==> src/hdl/timed_access_pkg.sv <==
// Constants for the timed write protection unit
// Notes on behaviour
// - 0xAA write starts three-cycle watch for 0x55
// - 0x55 within watch opens four-cycle window
// - Late 0x55 opens no window
// - Protected writes only land while window open
// - Window self-closes; new unlock needed afterwards
// - Write completing after close changes nothing
// - In-time write lands, later one discarded
// - Reads are never gated
// - Key: 8-bit write-only at 0xC7, resets zero
// - Watchdog and brown-out controls are protected
package timed_access_pkg;
	localparam logic [7:0] KEY_ADDR      = 8'hc7; // Key register address
	localparam logic [7:0] KEY_RESET     = 8'h00; // Key register reset value
	localparam logic [7:0] KEY_FIRST     = 8'haa; // First unlock byte
	localparam logic [7:0] KEY_SECOND    = 8'h55; // Second unlock byte
	localparam logic [7:0] WDOG_ADDR     = 8'hd8; // Watchdog control address
	localparam logic [7:0] BOD_ADDR      = 8'ha3; // Brown-out control address
	localparam logic [7:0] WDOG_RESET    = 8'h00; // Watchdog control reset value
	localparam logic [7:0] BOD_RESET     = 8'h00; // Brown-out control reset value
	localparam int         CNT_W         = 3;     // Width of the cycle counters
	localparam logic [2:0] WATCH_CYCLES  = 3'h3;  // Cycles to wait for second byte
	localparam logic [2:0] WINDOW_CYCLES = 3'h4;  // Cycles the window stays open
endpackage : timed_access_pkg

==> src/hdl/cycle_window.sv <==
// Reloadable down-counter giving a registered active flag
`timescale 1ns/1ps
`default_nettype none
module cycle_window #(
	parameter int W = 3
) (
	input  wire logic         clk,
	input  wire logic         rst_n,
	input  wire logic         ce,
	input  wire logic         load,
	input  wire logic         clear,
	input  wire logic [W-1:0] load_val,
	output logic              active
);
	typedef struct packed {
		logic [W-1:0] count;  // Cycles left
		logic         active; // Count is non-zero
	} cw_state_s;

	cw_state_s state_reg; // Registered state
	cw_state_s state_next; // Next state

	// Load wins over clear, clear over counting down
	always_comb begin
		state_next = state_reg;
		if (load) begin
			state_next.count = load_val;
		end else if (clear) begin
			state_next.count = '0;
		end else if (state_reg.count != '0) begin
			state_next.count = state_reg.count - W'(1);
		end
		state_next.active = (state_next.count != '0);
	end

	// State register, frozen while ce is low
	always_ff @(posedge clk or negedge rst_n) begin
		if (!rst_n) begin
			state_reg <= '0;
		end else if (ce) begin
			state_reg <= state_next;
		end
	end

	assign active = state_reg.active;
endmodule : cycle_window
`default_nettype wire

==> src/hdl/timed_write_protection.sv <==
// Timed write protection unit guarding critical control registers
`timescale 1ns/1ps
`default_nettype none
module timed_write_protection (
	input  wire logic       MCLK,
	input  wire logic       RST_B,
	input  wire logic       CE,
	input  wire logic [7:0] SFR_ADDR,
	input  wire logic [7:0] SFR_WDATA,
	input  wire logic       SFR_WR,
	input  wire logic       SFR_RD,
	output logic      [7:0] SFR_RDATA,
	output logic      [7:0] WDOG_CTRL,
	output logic      [7:0] BOD_CTRL,
	output logic            WINDOW_OPEN,
	output logic            WRITE_DISCARD
);
	typedef struct packed {
		logic [7:0] key;      // Last key byte, never readable
		logic [7:0] wdog;     // Watchdog control contents
		logic [7:0] bod;      // Brown-out control contents
		logic [7:0] rdata;    // Read data
		logic       discard;  // Refused protected write pulse
	} twp_state_s;

	twp_state_s state_reg;  // Registered state
	twp_state_s state_next; // Next state
	logic       rst_meta_n; // Reset synchroniser, first stage
	logic       rst_n;      // Synchronised reset
	logic       watch_act;  // Waiting for the second byte
	logic       win_act;    // Permission window open
	logic       key_wr;     // Write to the key register
	logic       wd_wr;      // Write to watchdog control
	logic       bod_wr;     // Write to brown-out control
	logic       watch_load; // Start the watch period
	logic       watch_clr;  // End the watch period
	logic       win_load;   // Open the window
	logic       refused;    // Protected write arriving outside the window

	// Reset release through two flip-flops
	// Only the second stage feeds the design, so release is clean
	always_ff @(posedge MCLK or negedge RST_B) begin
		if (!RST_B) begin
			rst_meta_n <= 1'b0;
			rst_n      <= 1'b0;
		end else begin
			rst_meta_n <= 1'b1;
			rst_n      <= rst_meta_n;
		end
	end

	// Address decode of the write strobe
	assign key_wr = SFR_WR && (SFR_ADDR == timed_access_pkg::KEY_ADDR);
	assign wd_wr  = SFR_WR && (SFR_ADDR == timed_access_pkg::WDOG_ADDR);
	assign bod_wr = SFR_WR && (SFR_ADDR == timed_access_pkg::BOD_ADDR);

	// A protected write arriving while the window is shut; the strobe
	// completes on this edge, so an instruction that began inside the
	// window but lands after it has closed is refused here as well
	assign refused = (wd_wr || bod_wr) && !win_act;

	// Unlock sequencing
	// The second byte also ends the watch, so a repeated 0x55 cannot open
	// another window; a fresh 0xaa always restarts the watch, even while
	// a window is already open
	assign watch_load = key_wr && (SFR_WDATA == timed_access_pkg::KEY_FIRST);
	assign win_load   = key_wr && watch_act
		&& (SFR_WDATA == timed_access_pkg::KEY_SECOND);
	assign watch_clr  = key_wr && watch_act && !watch_load;

	// Watch period after the first byte
	cycle_window #(
		.W(timed_access_pkg::CNT_W)
	) u_watch (
		.clk     (MCLK),
		.rst_n   (rst_n),
		.ce      (CE),
		.load    (watch_load),
		.clear   (watch_clr),
		.load_val(timed_access_pkg::WATCH_CYCLES),
		.active  (watch_act)
	);

	// Permission window, closes on its own
	// No clear: once open, the window always runs its full four cycles
	cycle_window #(
		.W(timed_access_pkg::CNT_W)
	) u_window (
		.clk     (MCLK),
		.rst_n   (rst_n),
		.ce      (CE),
		.load    (win_load),
		.clear   (1'b0),
		.load_val(timed_access_pkg::WINDOW_CYCLES),
		.active  (win_act)
	);

	// Register writes, gated protected writes and free reads
	always_comb begin
		state_next         = state_reg;
		state_next.discard = 1'b0;
		// Key byte is kept but never read back
		if (key_wr) begin
			state_next.key = SFR_WDATA;
		end
		// Only a write completing in an open window lands
		if (wd_wr && win_act) begin
			state_next.wdog = SFR_WDATA;
		end
		if (bod_wr && win_act) begin
			state_next.bod = SFR_WDATA;
		end
		// Refused writes raise a one-cycle flag
		if (refused) begin
			state_next.discard = 1'b1;
		end
		// Reads need no unlock; key reads as zero
		// Read data is registered and held until the next read
		if (SFR_RD) begin
			unique case (SFR_ADDR)
				timed_access_pkg::WDOG_ADDR: state_next.rdata = state_reg.wdog;
				timed_access_pkg::BOD_ADDR:  state_next.rdata = state_reg.bod;
				default:                     state_next.rdata = 8'h00;
			endcase
		end
	end

	// State register
	// Key and control register reset values come from the package constants; read data and the flag reset to zero
	always_ff @(posedge MCLK or negedge rst_n) begin
		if (!rst_n) begin
			state_reg      <= '0;
			state_reg.key  <= timed_access_pkg::KEY_RESET;
			state_reg.wdog <= timed_access_pkg::WDOG_RESET;
			state_reg.bod  <= timed_access_pkg::BOD_RESET;
		end else if (CE) begin
			state_reg <= state_next;
		end
	end

	// Outputs straight from flip-flops
	// The window flag is the flop inside the window counter
	assign SFR_RDATA     = state_reg.rdata;
	assign WDOG_CTRL     = state_reg.wdog;
	assign BOD_CTRL      = state_reg.bod;
	assign WINDOW_OPEN   = win_act;
	assign WRITE_DISCARD = state_reg.discard;
endmodule : timed_write_protection
`default_nettype wire

==> config.mk <==
export PLATFORM = sky130hd
export DESIGN_NAME = timed_write_protection
export DESIGN_NICKNAME = d
export VERILOG_FILES = /design/src/hdl/timed_access_pkg.sv /design/src/hdl/cycle_window.sv /design/src/hdl/timed_write_protection.sv
export SDC_FILE = /design/constraint.sdc
export NUM_CORES = 1
export LEC_CHECK = 0
export BUFFER_PORTS_ARGS = -buffer_cell sky130_fd_sc_hd__buf_4
export CAP_MARGIN = 0
export CORE_ASPECT_RATIO = 0.7
export CORE_MARGIN = 2
export CORE_UTILIZATION = 45
export DETAILED_ROUTE_END_ITERATION = 10
export GPL_ROUTABILITY_DRIVEN = 0
export PLACE_DENSITY = 0.7
export SKIP_CTS_REPAIR_TIMING = 1
export SYNTH_ARGS = -nofsm -noshare
export SYNTH_HDL_FRONTEND = slang
export SYNTH_SLANG_ARGS = --single-unit
==> constraint.sdc <==
create_clock -name MCLK -period 3.2 [get_ports MCLK]
set_input_delay 0.64 -clock MCLK [delete_from_list [all_inputs] [get_ports MCLK]]
set_output_delay 0.64 -clock MCLK [all_outputs]
set_load 0.1 [all_outputs]
---- Word level (Yosys, flattened, before mapping) ----
Cells that the tools add are included.
word-level totals
  output and inout bits ................... 26
  logic and storage cells ................. 44
  input port bits ......................... 21
  register bits ........................... 35
cells by class
  muxes and demuxes ....................... 7
  $add $sub $neg .......................... 2
  equal/unequal tests ..................... 5
  reductions and logical operators ........ 20
operators by type and width
  cell                   number
  $eq A8 B8 Y1 const B   4
  $pmux W8 S2            1
  $mux W3                5
  $reduce_bool A3 Y1     4
  $logic_and A1 B1 Y1    10
  $eq A8 B7 Y1 const B   1
  $reduce_and A2 Y1      3
  $sub A3 B1 Y3 const B  2
  $logic_not A1 Y1       2
  $logic_or A1 B1 Y1     1
  $mux W1                1

---- Depth between registers and ports, before layout ----
Gate-level depths: netlist of the first run.
  depth after elaboration ................. 8
  gate-level depth with buffers ........... 6
  gate-level depth less buffers ........... 6

---- Modules after synthesis ----
Synthesis of the first run repeated with hierarchy kept, for this count alone.
second synthesis, totals
  cells, all modules ...................... 150
  area total of the unflattened synthesis .. 1814.2 um2
by module, submodules not included
  module                   seq. area each (um2)  cells an instance  times used  area each (um2)
  timed_write_protection   675.6                 90                 1           1267.5
  cycle_window (u_watch)   100.1                 32                 1           285.3
  cycle_window (u_window)  100.1                 28                 1           261.5

---- Worst setup path after synthesis of the first run ----
OpenSTA, ideal clock, no wires.
  path type ............................... input to register
  from .................................... input port SFR_ADDR[3]
  to ...................................... register state_reg, in the netlist BOD_CTRL[0]
  data required time ...................... 3074 ps
  path slack .............................. 1184 ps
  arrival ................................. 1890 ps
  buffers on the path ..................... 0
  stages .................................. 4
  setup time .............................. 126 ps
  cell sequence ........................... nand4bb_4 -> nor4_4 -> nand4_4 -> mux2_2
on the way
  cells in the longest elaborated chain, start to end .. 4
ends and longest elaborated chain
  what                                line                           text
  from (decl)                         timed_write_protection.sv:8    input wire logic [7:0] SFR_ADDR,
  $eq A8 B8 Y1                        timed_write_protection.sv:55   assign bod_wr = SFR_WR && (SFR_ADDR == timed_access_pkg::BOD_ADDR);
  $logic_and A1 B1 Y1                 timed_write_protection.sv:55
  $logic_and A1 B1 Y1                 timed_write_protection.sv:110  if (bod_wr && win_act) begin
  $reduce_and A2 Y1 (no source line)  -
  to (signal assigned)                timed_write_protection.sv:137  state_reg <= state_next;
  to (decl)                           timed_write_protection.sv:26   twp_state_s state_reg;
No other way between the ends.
A chain may end at the register's enable or synchronous reset.

---- Worst setup path after layout of the first run ----
  from .................................... input port SFR_ADDR[5]
  to ...................................... register state_reg, in the netlist WDOG_CTRL[7]
on the way
  cells in the longest elaborated chain, start to end .. 4
ends and longest elaborated chain
  what                                line                           text
  $eq A8 B8 Y1                        timed_write_protection.sv:54   assign wd_wr = SFR_WR && (SFR_ADDR == timed_access_pkg::WDOG_ADDR);
  $logic_and A1 B1 Y1                 timed_write_protection.sv:54
  $logic_and A1 B1 Y1                 timed_write_protection.sv:107  if (wd_wr && win_act) begin
  $reduce_and A2 Y1 (no source line)  -
No other way between the ends.

==> results of run 1 <==
==> path summary, 6_finish.rpt <==
| kind | cells past startpoint | start | to |
|---|---|---|---|
| min in group MCLK | 0 | rst_meta_n | rst_n |
| hold / removal | 1 | RST_B | rst_meta_n |
| setup reg to reg | 6 | u_watch.state_reg[1] | u_watch.active |
| hold reg to reg | 1 | rst_n | BOD_CTRL[7] |
| setup / recovery | 5 | SFR_ADDR[5] | WDOG_CTRL[7] |
| max in group asynchronous | 1 | rst_n | SFR_RDATA[5] |
==> routing by layer <==
metal / vias to the layer above / GRT usage (%) / wire, um
li1: 660 / - / -
met5: - / 0 / 0
met3: 10 / 4.38 / 213
met4: 0 / 7.52 / 55
met2: 49 / 29.9 / 1820
met1: 656 / 29.9 / 2070
==> logic make-up after synthesis <==
kind of cell | count (synthesis) | share of synthesized area, %
fa+ha+maj | 5 | 3.63
simple gates | 50 | 20.2
other cells | 1 | 0.217
mux | 16 | 10.4
flops | 35 | 50.8
buf+inv | 11 | 2.47
compound gates | 33 | 12.3
==> synth_stat cells, drive strengths merged <==
master   count
a211o        3
nand2b       1
nand3b       3
nand4bb      1
nor4bb       2
a22oi        8
nor2         5
nand4        2
o22ai        2
or3          4
clkbuf       2
o21ai       12
a22o         2
dfrtp       35
or4bb        2
conb         1
mux2        16
nand2       19
nand3        2
nor4         4
ha           5
buf          1
a31oi        1
inv          8
o2bb2ai      1
a21oi        4
nor3         5
==> power by group <==
group          total, mW  leakage, nW  switching, mW  internal (mW)
clock              0.410       0.0612          0.158          0.252
sequential         0.551        0.463         0.0558          0.495
combinational      0.378        0.565          0.229          0.149
==> metrics by stage <==
step	std cells	hold slack, ns	util (%)	area (sq um)	worst slack [ns]
global placement	246	0.269	59.2	2130	0.907
finish	254	0.125	62.5	2250	1.09
CTS	254	0.119	62.5	2250	1.12
detailed placement	246	0.283	59.2	2130	0.818
global route	254	0.116	62.5	2250	1.01
floorplan	151	0.331	-	1720	1.18
==> critical path: stages <==
cell	delay [ns]
buf_4	0.11
nand3b_1	0.25
nor4_4	0.64
nand4_4	0.29
mux2_2	0.34
==> cell type report <==
| type | count | area [sq um] | share of cell area, % |
|---|---|---|---|
| timing repair buffer | 48 | 360 | 16.0 |
| clock buffer | 6 | 82.6 | 3.67 |
| tap | 50 | 62.6 | 2.78 |
| sequential | 35 | 876 | 38.9 |
| inverter | 8 | 30.0 | 1.33 |
| multi-input combinational | 105 | 806 | 35.8 |
| clock inverter | 2 | 35.0 | 1.56 |
==> metrics.csv, run 1 <==
stage,metric,value,unit
synth,syn_area,0.00172,sq mm
clock_tree,clk_path_buf_depth,2,
drt,wl,4160,um
worst_hold_path,hold_class,in2async,
power,leakage,1.09,nW
die,fp.dieArea,0.00435,sq mm
drt,drtAntennaViolNets,0,
sta,rsz0062_at_grt,false,
die,die-width,78.0,um
place,port_buffers,46,
cells_and_area,diodes,0,
synth,netlist_instances,151,
cells_and_area,layout_commonest_cell,buf_4,
job,cap_violations,0,
power,p_per_area,595,mW/mm^2
worst_setup_path,cp_max_fo,10,
cells_and_area,nets,229,
global_route,antenna_found_initial,0,
die,coreArea,0.00360,sq mm
sta,setup-violations-final,0,
clock_tree,h-tree-depth,2,
sta,max_freq,474,MHz
drt,firstDrtPassIters,4,
worst_setup_path,endpoint_kind,flop,
global_route,grt_use_total,20.4,%
power,total_power,1.34,mW
clock_tree,cts.sinks,35,
global_route,grt_start_max_net_pins,34,
die,io-pin-count,47,
sta,slew_headroom,53.5,%
worst_setup_path,cp.arrival,2.28,ns
synth,synth.top_cell.area_share,50.8,%
die,rows,18,
clock_tree,cts_buffers,5,
synth,synth_area_leaders,"dfrtp_1 51%, mux2_2 10%, nand2_1 4.1%, ha_1 3.6%, o21ai_0 3.5%",
sta,post-route-min-period,2.11,ns
global_route,gr-total-overflow,0,
global_route,grt_pass1_wl,6800,um
cells_and_area,fillers,299,
sta,tns,0,ns
synth,yosys_warnings,0,
worst_setup_path,worst_setup_path_start_kind,input pin,
synth,synth_seq_area_share,50.8,%
drt,wl_per_cell,16.4,um
sta,final_hold_viol_count,0,
clock_tree,cts_tree,done,
sta,period_share,65.9,%
synth,ys_types,29,
drt,vias_per_cell,5.41,
die,start_util,47.8,%
worst_setup_path,crit_type,in2reg,
clock_tree,clkLatencyLatePin,0.28,ns
cells_and_area,syn2layout_area_growth,30.6,%
clock_tree,root_buffer,clkbuf_8,
clock_tree,clkTransAtPathRegs,0.07,ns
cells_and_area,mostFrequentLayoutCells,"48 x buf_4, 35 x dfrtp_1, 19 x nand2_1, 16 x mux2_2, 12 x o21ai_0",
sta,finClkSkew,0.00258,ns
sta,max_slew.worst_pin.slew,0.693,ns
synth,ys_ff_latch,35,
synth,syn_nets,177,
synth,syn_avg_cell_area,11.4,sq um
cells_and_area,drive_above_1_share,38.2,%
global_route,grt_pass1_vias,1334,
worst_setup_path,rrSetupSlack,1.45,ns
drt,drt_iter0_drc,80,
worst_setup_path,critPathRequiredTime,3.37,ns
drt,vias,1375,
power,ir_drop,360,uV
synth,yosys.area.top_type,dfrtp_1,
status,status,"complete, no violations",
drt,drc,0,
die,fp.dieH,55.8,um
sta,drv_slew,0,
place,hpwl,3200,um
Power figures use the tool's default switching activity.
==> run 2, diff against run 1 <==
--- a/config.mk
+++ b/config.mk
@@ -12,7 +12,7 @@
 export CORE_UTILIZATION = 45
 export DETAILED_ROUTE_END_ITERATION = 10
 export GPL_ROUTABILITY_DRIVEN = 0
-export PLACE_DENSITY = 0.7
+export PLACE_DENSITY = 0.73
 export SKIP_CTS_REPAIR_TIMING = 1
 export SYNTH_ARGS = -nofsm -noshare
 export SYNTH_HDL_FRONTEND = slang
==> constraint.sdc (replaced) <==
create_clock -name MCLK -period 1.85 [get_ports MCLK]
set_input_delay 0.37 -clock MCLK [delete_from_list [all_inputs] [get_ports MCLK]]
set_output_delay 0.37 -clock MCLK [all_outputs]
set_load 0.1 [all_outputs]
==> metrics.csv, run 2 (same netlist as run 1, synthesis figures left out) <==
stage,metric,value,unit,change
status,status,"complete, no violations",,unchanged
die,fp.dieArea,0.00435,sq mm,unchanged
clock_tree,cts_tree,done,,unchanged
worst_setup_path,path_cells,"inv_1, ha_1, or3_1, a21oi_1, nor4_1, a211o_1",,"was buf_4, nand3b_1, nor4_4, nand4_4, mux2_2"
place,hpwl,3140,um,was 3200 um
die,rows,18,,unchanged
cells_and_area,drive_above_1_share,39.2,%,was 38.2%
clock_tree,h-tree-depth,2,,unchanged
global_route,grt_use_total,20.0,%,was 20.4%
clock_tree,cts_buffers,5,,unchanged
die,die-width,78.0,um,unchanged
worst_setup_path,endpoint_kind,flop,,unchanged
worst_setup_path,cp-endpoint,u_watch.active,,was WDOG_CTRL[7]
worst_setup_path,rr_endpoint,u_watch.active,,unchanged
power,p_per_area,997,mW/mm^2,was 595 mW/mm^2
cells_and_area,mostFrequentLayoutCells,"52 x buf_4, 35 x dfrtp_1, 19 x nand2_1, 16 x mux2_2, 12 x o21ai_0",,"was 48 x buf_4, 35 x dfrtp_1, 19 x nand2_1, 16 x mux2_2, 12 x o21ai_0"
place,placed_cell_area,0.00216,sq mm,was 0.00213 sq mm
cells_and_area,design_area,0.00229,sq mm,was 0.00225 sq mm
worst_setup_path,worst_setup_path_start_kind,flop,,was input pin
worst_setup_path,crit_type,reg2reg,,was in2reg
clock_tree,clk_path_buf_depth,2,,unchanged
die,coreArea,0.00360,sq mm,unchanged
worst_setup_path,path_delay_family,simple AND/OR/NAND/NOR gates,,unchanged
drt,wl,4020,um,was 4160 um
worst_setup_path,path_depth,6,,was 5
sta,drv_slew,0,,unchanged
worst_setup_path,crit_path_start,u_watch.state_reg[1],,was SFR_ADDR[5]
sta,tns,0,ns,unchanged
place,dp_cells,250,,was 246
worst_setup_path,r2r.worst_path.cells,6,,unchanged
worst_setup_path,cp_max_fo,5,,was 10
drt,wl_per_cell,15.5,um,was 16.4 um
cells_and_area,diodes,0,,unchanged
power,leakage,1.11,nW,was 1.09 nW
clock_tree,clkLatencyLatePin,0.28,ns,about the same
worst_setup_path,cp.arrival,1.84,ns,was 2.28 ns
global_route,antenna_found_initial,0,,unchanged
die,io-pin-count,47,,unchanged
cells_and_area,utilization,63.5,%,was 62.5%
global_route,grt_pass1_vias,1391,,was 1334
clock_tree,root_buffer,clkbuf_8,,unchanged
worst_setup_path,critPathRequiredTime,2.01,ns,was 3.37 ns
drt,drt_iter0_drc,72,,was 80
drt,vias_per_cell,5.29,,was 5.41
drt,firstDrtPassIters,4,,unchanged
die,start_util,47.8,%,unchanged
cells_and_area,syn2layout_area_growth,32.7,%,was 30.6%
worst_setup_path,rrSetupSlack,0.18,ns,was 1.45 ns
worst_hold_path,hold_class,reg2async,,was in2async
worst_setup_path,max_stage_delay,0.41,ns,was 0.64 ns
cells_and_area,multiInputGateArea,806,sq um,unchanged
sta,max_freq,598,MHz,
clock_tree,cts.sinks,35,,unchanged
sta,fin_hold_ws,0.262,ns,was 0.125 ns
job,cap_violations,0,,unchanged
sta,finClkSkew,0.0108,ns,was 0.00258 ns
worst_setup_path,crit_buf_inv,1,,unchanged
worst_setup_path,r2r_start,u_watch.state_reg[1],,unchanged
drt,vias,1371,,was 1375
place,port_buffers,46,,unchanged
cells_and_area,nets,234,,was 229
power,ir_drop,609,uV,was 360 uV
cells_and_area,seqCellArea,876,sq um,unchanged
die,fp.dieH,55.8,um,unchanged
sta,setup-violations-final,0,,unchanged
drt,drtAntennaViolNets,0,,unchanged
global_route,grt_pass1_wl,6780,um,was 6800 um
global_route,grt_start_max_net_pins,34,,unchanged
clock_tree,clkTransAtPathRegs,0.08,ns,was 0.07 ns
cells_and_area,layout_commonest_cell,buf_4,,unchanged
cells_and_area,finalNonFillerCells,259,,was 254
sta,post-route-min-period,1.67,ns,
cells_and_area,fillers,305,,was 299
sta,rsz0062_at_grt,false,,unchanged
worst_setup_path,critical-path-slowest-cell,dfrtp_1,,was nor4_4
sta,period_share,90.4,%,
drt,drc,0,,unchanged
sta,final_hold_viol_count,0,,unchanged
global_route,gr-total-overflow,0,,unchanged
[run 2: layout make-up]
| cell class | instances | area share, % |
|---|---|---|
| clock buffers | 5 | 3.01 |
| clock inverters | 3 | 1.91 |
| flip-flops and latches | 35 | 38.3 |
| inverters | 8 | 1.31 |
| well taps | 50 | 2.74 |
| multi-input cells | 105 | 35.2 |
| repair buffers | 53 | 17.5 |
[run 2: worst min path at each step]
stage / cells past startpoint / slack (ns) / start / end
final: 1 / 0.26 / rst_n / BOD_CTRL[2]
after global routing: 1 / 0.31 / rst_n / WDOG_CTRL[0]
after CTS: 1 / -0.15 / RST_B / rst_n
after detailed placement: 1 / 0.15 / RST_B / rst_n
after global placement: 1 / 0.15 / RST_B / rst_n
after floorplan: 0 / 0.07 / RST_B / rst_meta_n
[run 2: through the flow]
| stage | worst slack, ns | power [mW] |
|---|---|---|
| 2_1_floorplan | 0.101 | 1.43 |
| 3_3_place_gp | 0.134 | 1.57 |
| 3_5_place_dp | 0.0992 | 1.62 |
| 4_1_cts | 0.176 | 2.29 |
| 5_1_grt | 0.0713 | 2.43 |
| 6_report | 0.177 | 2.28 |
[run 2: report_power, final]
part | internal [mW] | switching, mW | total, mW | leakage [nW]
logic | 0.258 | 0.395 | 0.654 | 0.591
clock network | 0.401 | 0.275 | 0.676 | 0.0581
registers | 0.856 | 0.0940 | 0.950 | 0.463
[run 2: per-layer routing]
layer / vias up / routed length (um) / GRT usage (%)
met1: 646 / 1820 / 26.9
met3: 7 / 252 / 4.38
met2: 49 / 1900 / 32.1
met4: 0 / 59 / 6.77
met5: - / 0 / 0
li1: 669 / - / -
==> run 3, diff against run 2 <==
--- a/config.mk
+++ b/config.mk
@@ -5,14 +5,15 @@
 export SDC_FILE = /design/constraint.sdc
 export NUM_CORES = 1
 export LEC_CHECK = 0
-export BUFFER_PORTS_ARGS = -buffer_cell sky130_fd_sc_hd__buf_4
 export CAP_MARGIN = 0
 export CORE_ASPECT_RATIO = 0.7
 export CORE_MARGIN = 2
 export CORE_UTILIZATION = 45
+export CTS_CLUSTER_DIAMETER = 200
 export DETAILED_ROUTE_END_ITERATION = 10
+export DONT_BUFFER_PORTS = 1
 export GPL_ROUTABILITY_DRIVEN = 0
-export PLACE_DENSITY = 0.73
+export PLACE_DENSITY = 0.62
 export SKIP_CTS_REPAIR_TIMING = 1
 export SYNTH_ARGS = -nofsm -noshare
 export SYNTH_HDL_FRONTEND = slang
==> metrics.csv, run 3 (same netlist as run 1, synthesis figures left out) <==
stage,metric,value,unit,change
global_route,grt_pass1_wl,6770,um,was 6780 um
power,power_frac_seq,47.8,%,was 41.7%
sta,max_slew.worst_pin.slew,0.941,ns,
place,hpwl,3010,um,was 3140 um
global_route,grt_start_max_net_pins,30,,was 34
sta,drv_slew,0,,unchanged
global_route,top_usage_layer,met2,,unchanged
drt,vias_per_cell,5.73,,was 5.29
die,coreArea,0.00360,sq mm,unchanged
die,io-pin-count,47,,unchanged
worst_setup_path,critical-path-slowest-cell,dfrtp_1,,unchanged
die,fp.dieArea,0.00435,sq mm,unchanged
cells_and_area,mostFrequentLayoutCells,"35 x dfrtp_1, 20 x buf_4, 19 x nand2_1, 16 x mux2_2, 12 x o21ai_0",,"was 52 x buf_4, 35 x dfrtp_1, 19 x nand2_1, 16 x mux2_2, 12 x o21ai_0"
power,power_switching,0.728,mW,was 0.764 mW
global_route,met2_usage,31.4,%,was 32.1%
worst_setup_path,cp.arrival,1.92,ns,was 1.84 ns
die,die-width,78.0,um,unchanged
sta,rsz0062_at_grt,false,,unchanged
sta,final_hold_viol_count,0,,unchanged
worst_setup_path,critPathRequiredTime,2.05,ns,was 2.01 ns
die,rows,18,,unchanged
power,p_sw_share,34.7,%,was 33.5%
power,total_power,2.10,mW,was 2.28 mW
global_route,gr-total-overflow,0,,unchanged
cells_and_area,drive_above_1_share,27.8,%,was 39.2%
clock_tree,root_buffer,clkbuf_8,,unchanged
worst_hold_path,hold_class,reg2async,,unchanged
drt,firstDrtPassIters,5,,was 4
worst_setup_path,rrSetupSlack,0.13,ns,was 0.18 ns
clock_tree,clkLatencyLatePin,0.28,ns,about the same
worst_setup_path,crit_type,reg2reg,,unchanged
job,cap_violations,0,,unchanged
cells_and_area,diodes,0,,unchanged
power,p_int,1.37,mW,was 1.52 mW
clock_tree,h-tree-depth,2,,unchanged
global_route,grt_pass1_vias,1357,,was 1391
drt,drc,0,,unchanged
global_route,met3_usage,7.14,%,was 4.38%
die,fp.dieH,55.8,um,unchanged
sta,slew_headroom,37.3,%,
power,clkPwrFrac,26.1,%,was 29.6%
power,leakage,0.940,nW,was 1.11 nW
drt,vias,1295,,was 1371
cells_and_area,layout_commonest_cell,dfrtp_1,,was buf_4
clock_tree,cts_buffers,5,,unchanged
cells_and_area,nets,202,,was 234
global_route,antenna_found_initial,0,,unchanged
worst_setup_path,path_cells,"inv_1, ha_1, ha_1, or3_1, a22o_1, o21ai_0",,"was inv_1, ha_1, or3_1, a21oi_1, nor4_1, a211o_1"
sta,post-route-min-period,1.72,ns,was 1.67 ns
clock_tree,cts_tree,done,,unchanged
clock_tree,clk_path_buf_depth,2,,unchanged
worst_setup_path,crit_path_frequent_cell,ha_1,,
worst_setup_path,endpoint_kind,flop,,unchanged
global_route,use_met1,26.5,%,was 26.9%
drt,wl,4030,um,was 4020 um
power,p_comb_share,26.1,%,was 28.7%
sta,max_freq,581,MHz,was 598 MHz
worst_setup_path,max_stage_delay,0.41,ns,about the same
power,ir_drop,530,uV,was 609 uV
worst_setup_path,rr_endpoint,u_window.state_reg[1],,was u_watch.active
cells_and_area,fillers,320,,was 305
sta,setup-violations-final,0,,unchanged
cells_and_area,syn2layout_area_growth,17.3,%,was 32.7%
sta,finClkSkew,0.00557,ns,was 0.0108 ns
worst_setup_path,worst_setup_path_start_kind,flop,,unchanged
clock_tree,clkTransAtPathRegs,0.07,ns,was 0.08 ns
global_route,grt_use_total,20.0,%,about the same
sta,tns,0,ns,unchanged
place,port_buffers,0,,was 46
sta,period_share,93.1,%,was 90.4%
die,start_util,47.8,%,unchanged
drt,wl_per_cell,17.8,um,was 15.5 um
drt,drtAntennaViolNets,0,,unchanged
power,p_per_area,1040,mW/mm^2,was 997 mW/mm^2
worst_setup_path,cp_max_fo,6,,was 5
status,status,"complete, no violations",,unchanged
drt,drt_iter0_drc,90,,was 72
worst_setup_path,r2r_start,u_window.state_reg[1],,was u_watch.state_reg[1]
clock_tree,cts.sinks,35,,unchanged
worst_setup_path,r2r.worst_path.cells,6,,unchanged
run 3: cell types whose count changed in the layout (fill, tap and decap cells not counted):
cell,before,now
bufinv_16,1,0
clkinv_4,1,0
buf_4,52,20
clkbuf_8,5,6
run 3: worst max path at each step:
stage | from | to | slack (ns) | depth (start not counted)
after floorplan | u_window.active | WDOG_CTRL[0] | 0.10 | 2
after global placement | SFR_ADDR[5] | WDOG_CTRL[3] | 0.19 | 4
after detailed placement | SFR_ADDR[5] | WDOG_CTRL[5] | 0.16 | 4
after CTS | u_window.state_reg[1] | u_window.state_reg[1] | 0.17 | 6
after global routing | u_window.state_reg[1] | u_window.state_reg[2] | 0.08 | 6
final | u_window.state_reg[1] | u_window.state_reg[1] | 0.13 | 6
run 3: power by group through the flow:
stage	Clock, mW	Sequential [mW]	Combinational, mW
2_1_floorplan	0	1.07	0.366
3_3_place_gp	0	1.00	0.504
3_5_place_dp	0	1.01	0.537
4_1_cts	0.560	0.999	0.543
5_1_grt	0.595	1.01	0.617
6_report	0.548	1.00	0.548
run 3: metrics by stage:
step                      hold WS [ns]  std cells  setup slack [ns]  instance area [sq um]  util [%]
after floorplan                 0.0744        151             0.101                   1720         -
after global placement          0.0745        218             0.186                   1920      53.4
after detailed placement        0.0745        218             0.160                   1920      53.4
after CTS                       -0.223        225             0.172                   2010      55.8
after global routing            0.0954        226            0.0835                   2020      56.1
final                           0.0835        226             0.129                   2020      56.1
run 3: final cells by class:
type                            count  area [sq um]  area share [%]
Clock inverter                      1          5.00           0.248
Timing Repair Buffer               21           160            7.92
Clock buffer                        6          82.6            4.08
Inverter                            8          30.0            1.49
Multi-Input combinational cell    105           806            39.9
Tap cell                           50          62.6            3.09
Sequential cell                    35           876            43.3
run 3: layer usage:
metal	vias up	wire length, um
met5	-	0
met4	0	38
met3	7	430
met2	68	1810
met1	623	1750
li1	597	-
run 3: critical path, delay by kind of cell, from the launching register on:
family | cells | cell delay [ns]
AOI/OAI and AO/OA | 2 | 0.26
adders and majority gates | 2 | 0.48
buffers and inverters | 1 | 0.10
DFF | 1 | 0.41
and+or+nand+nor | 1 | 0.39
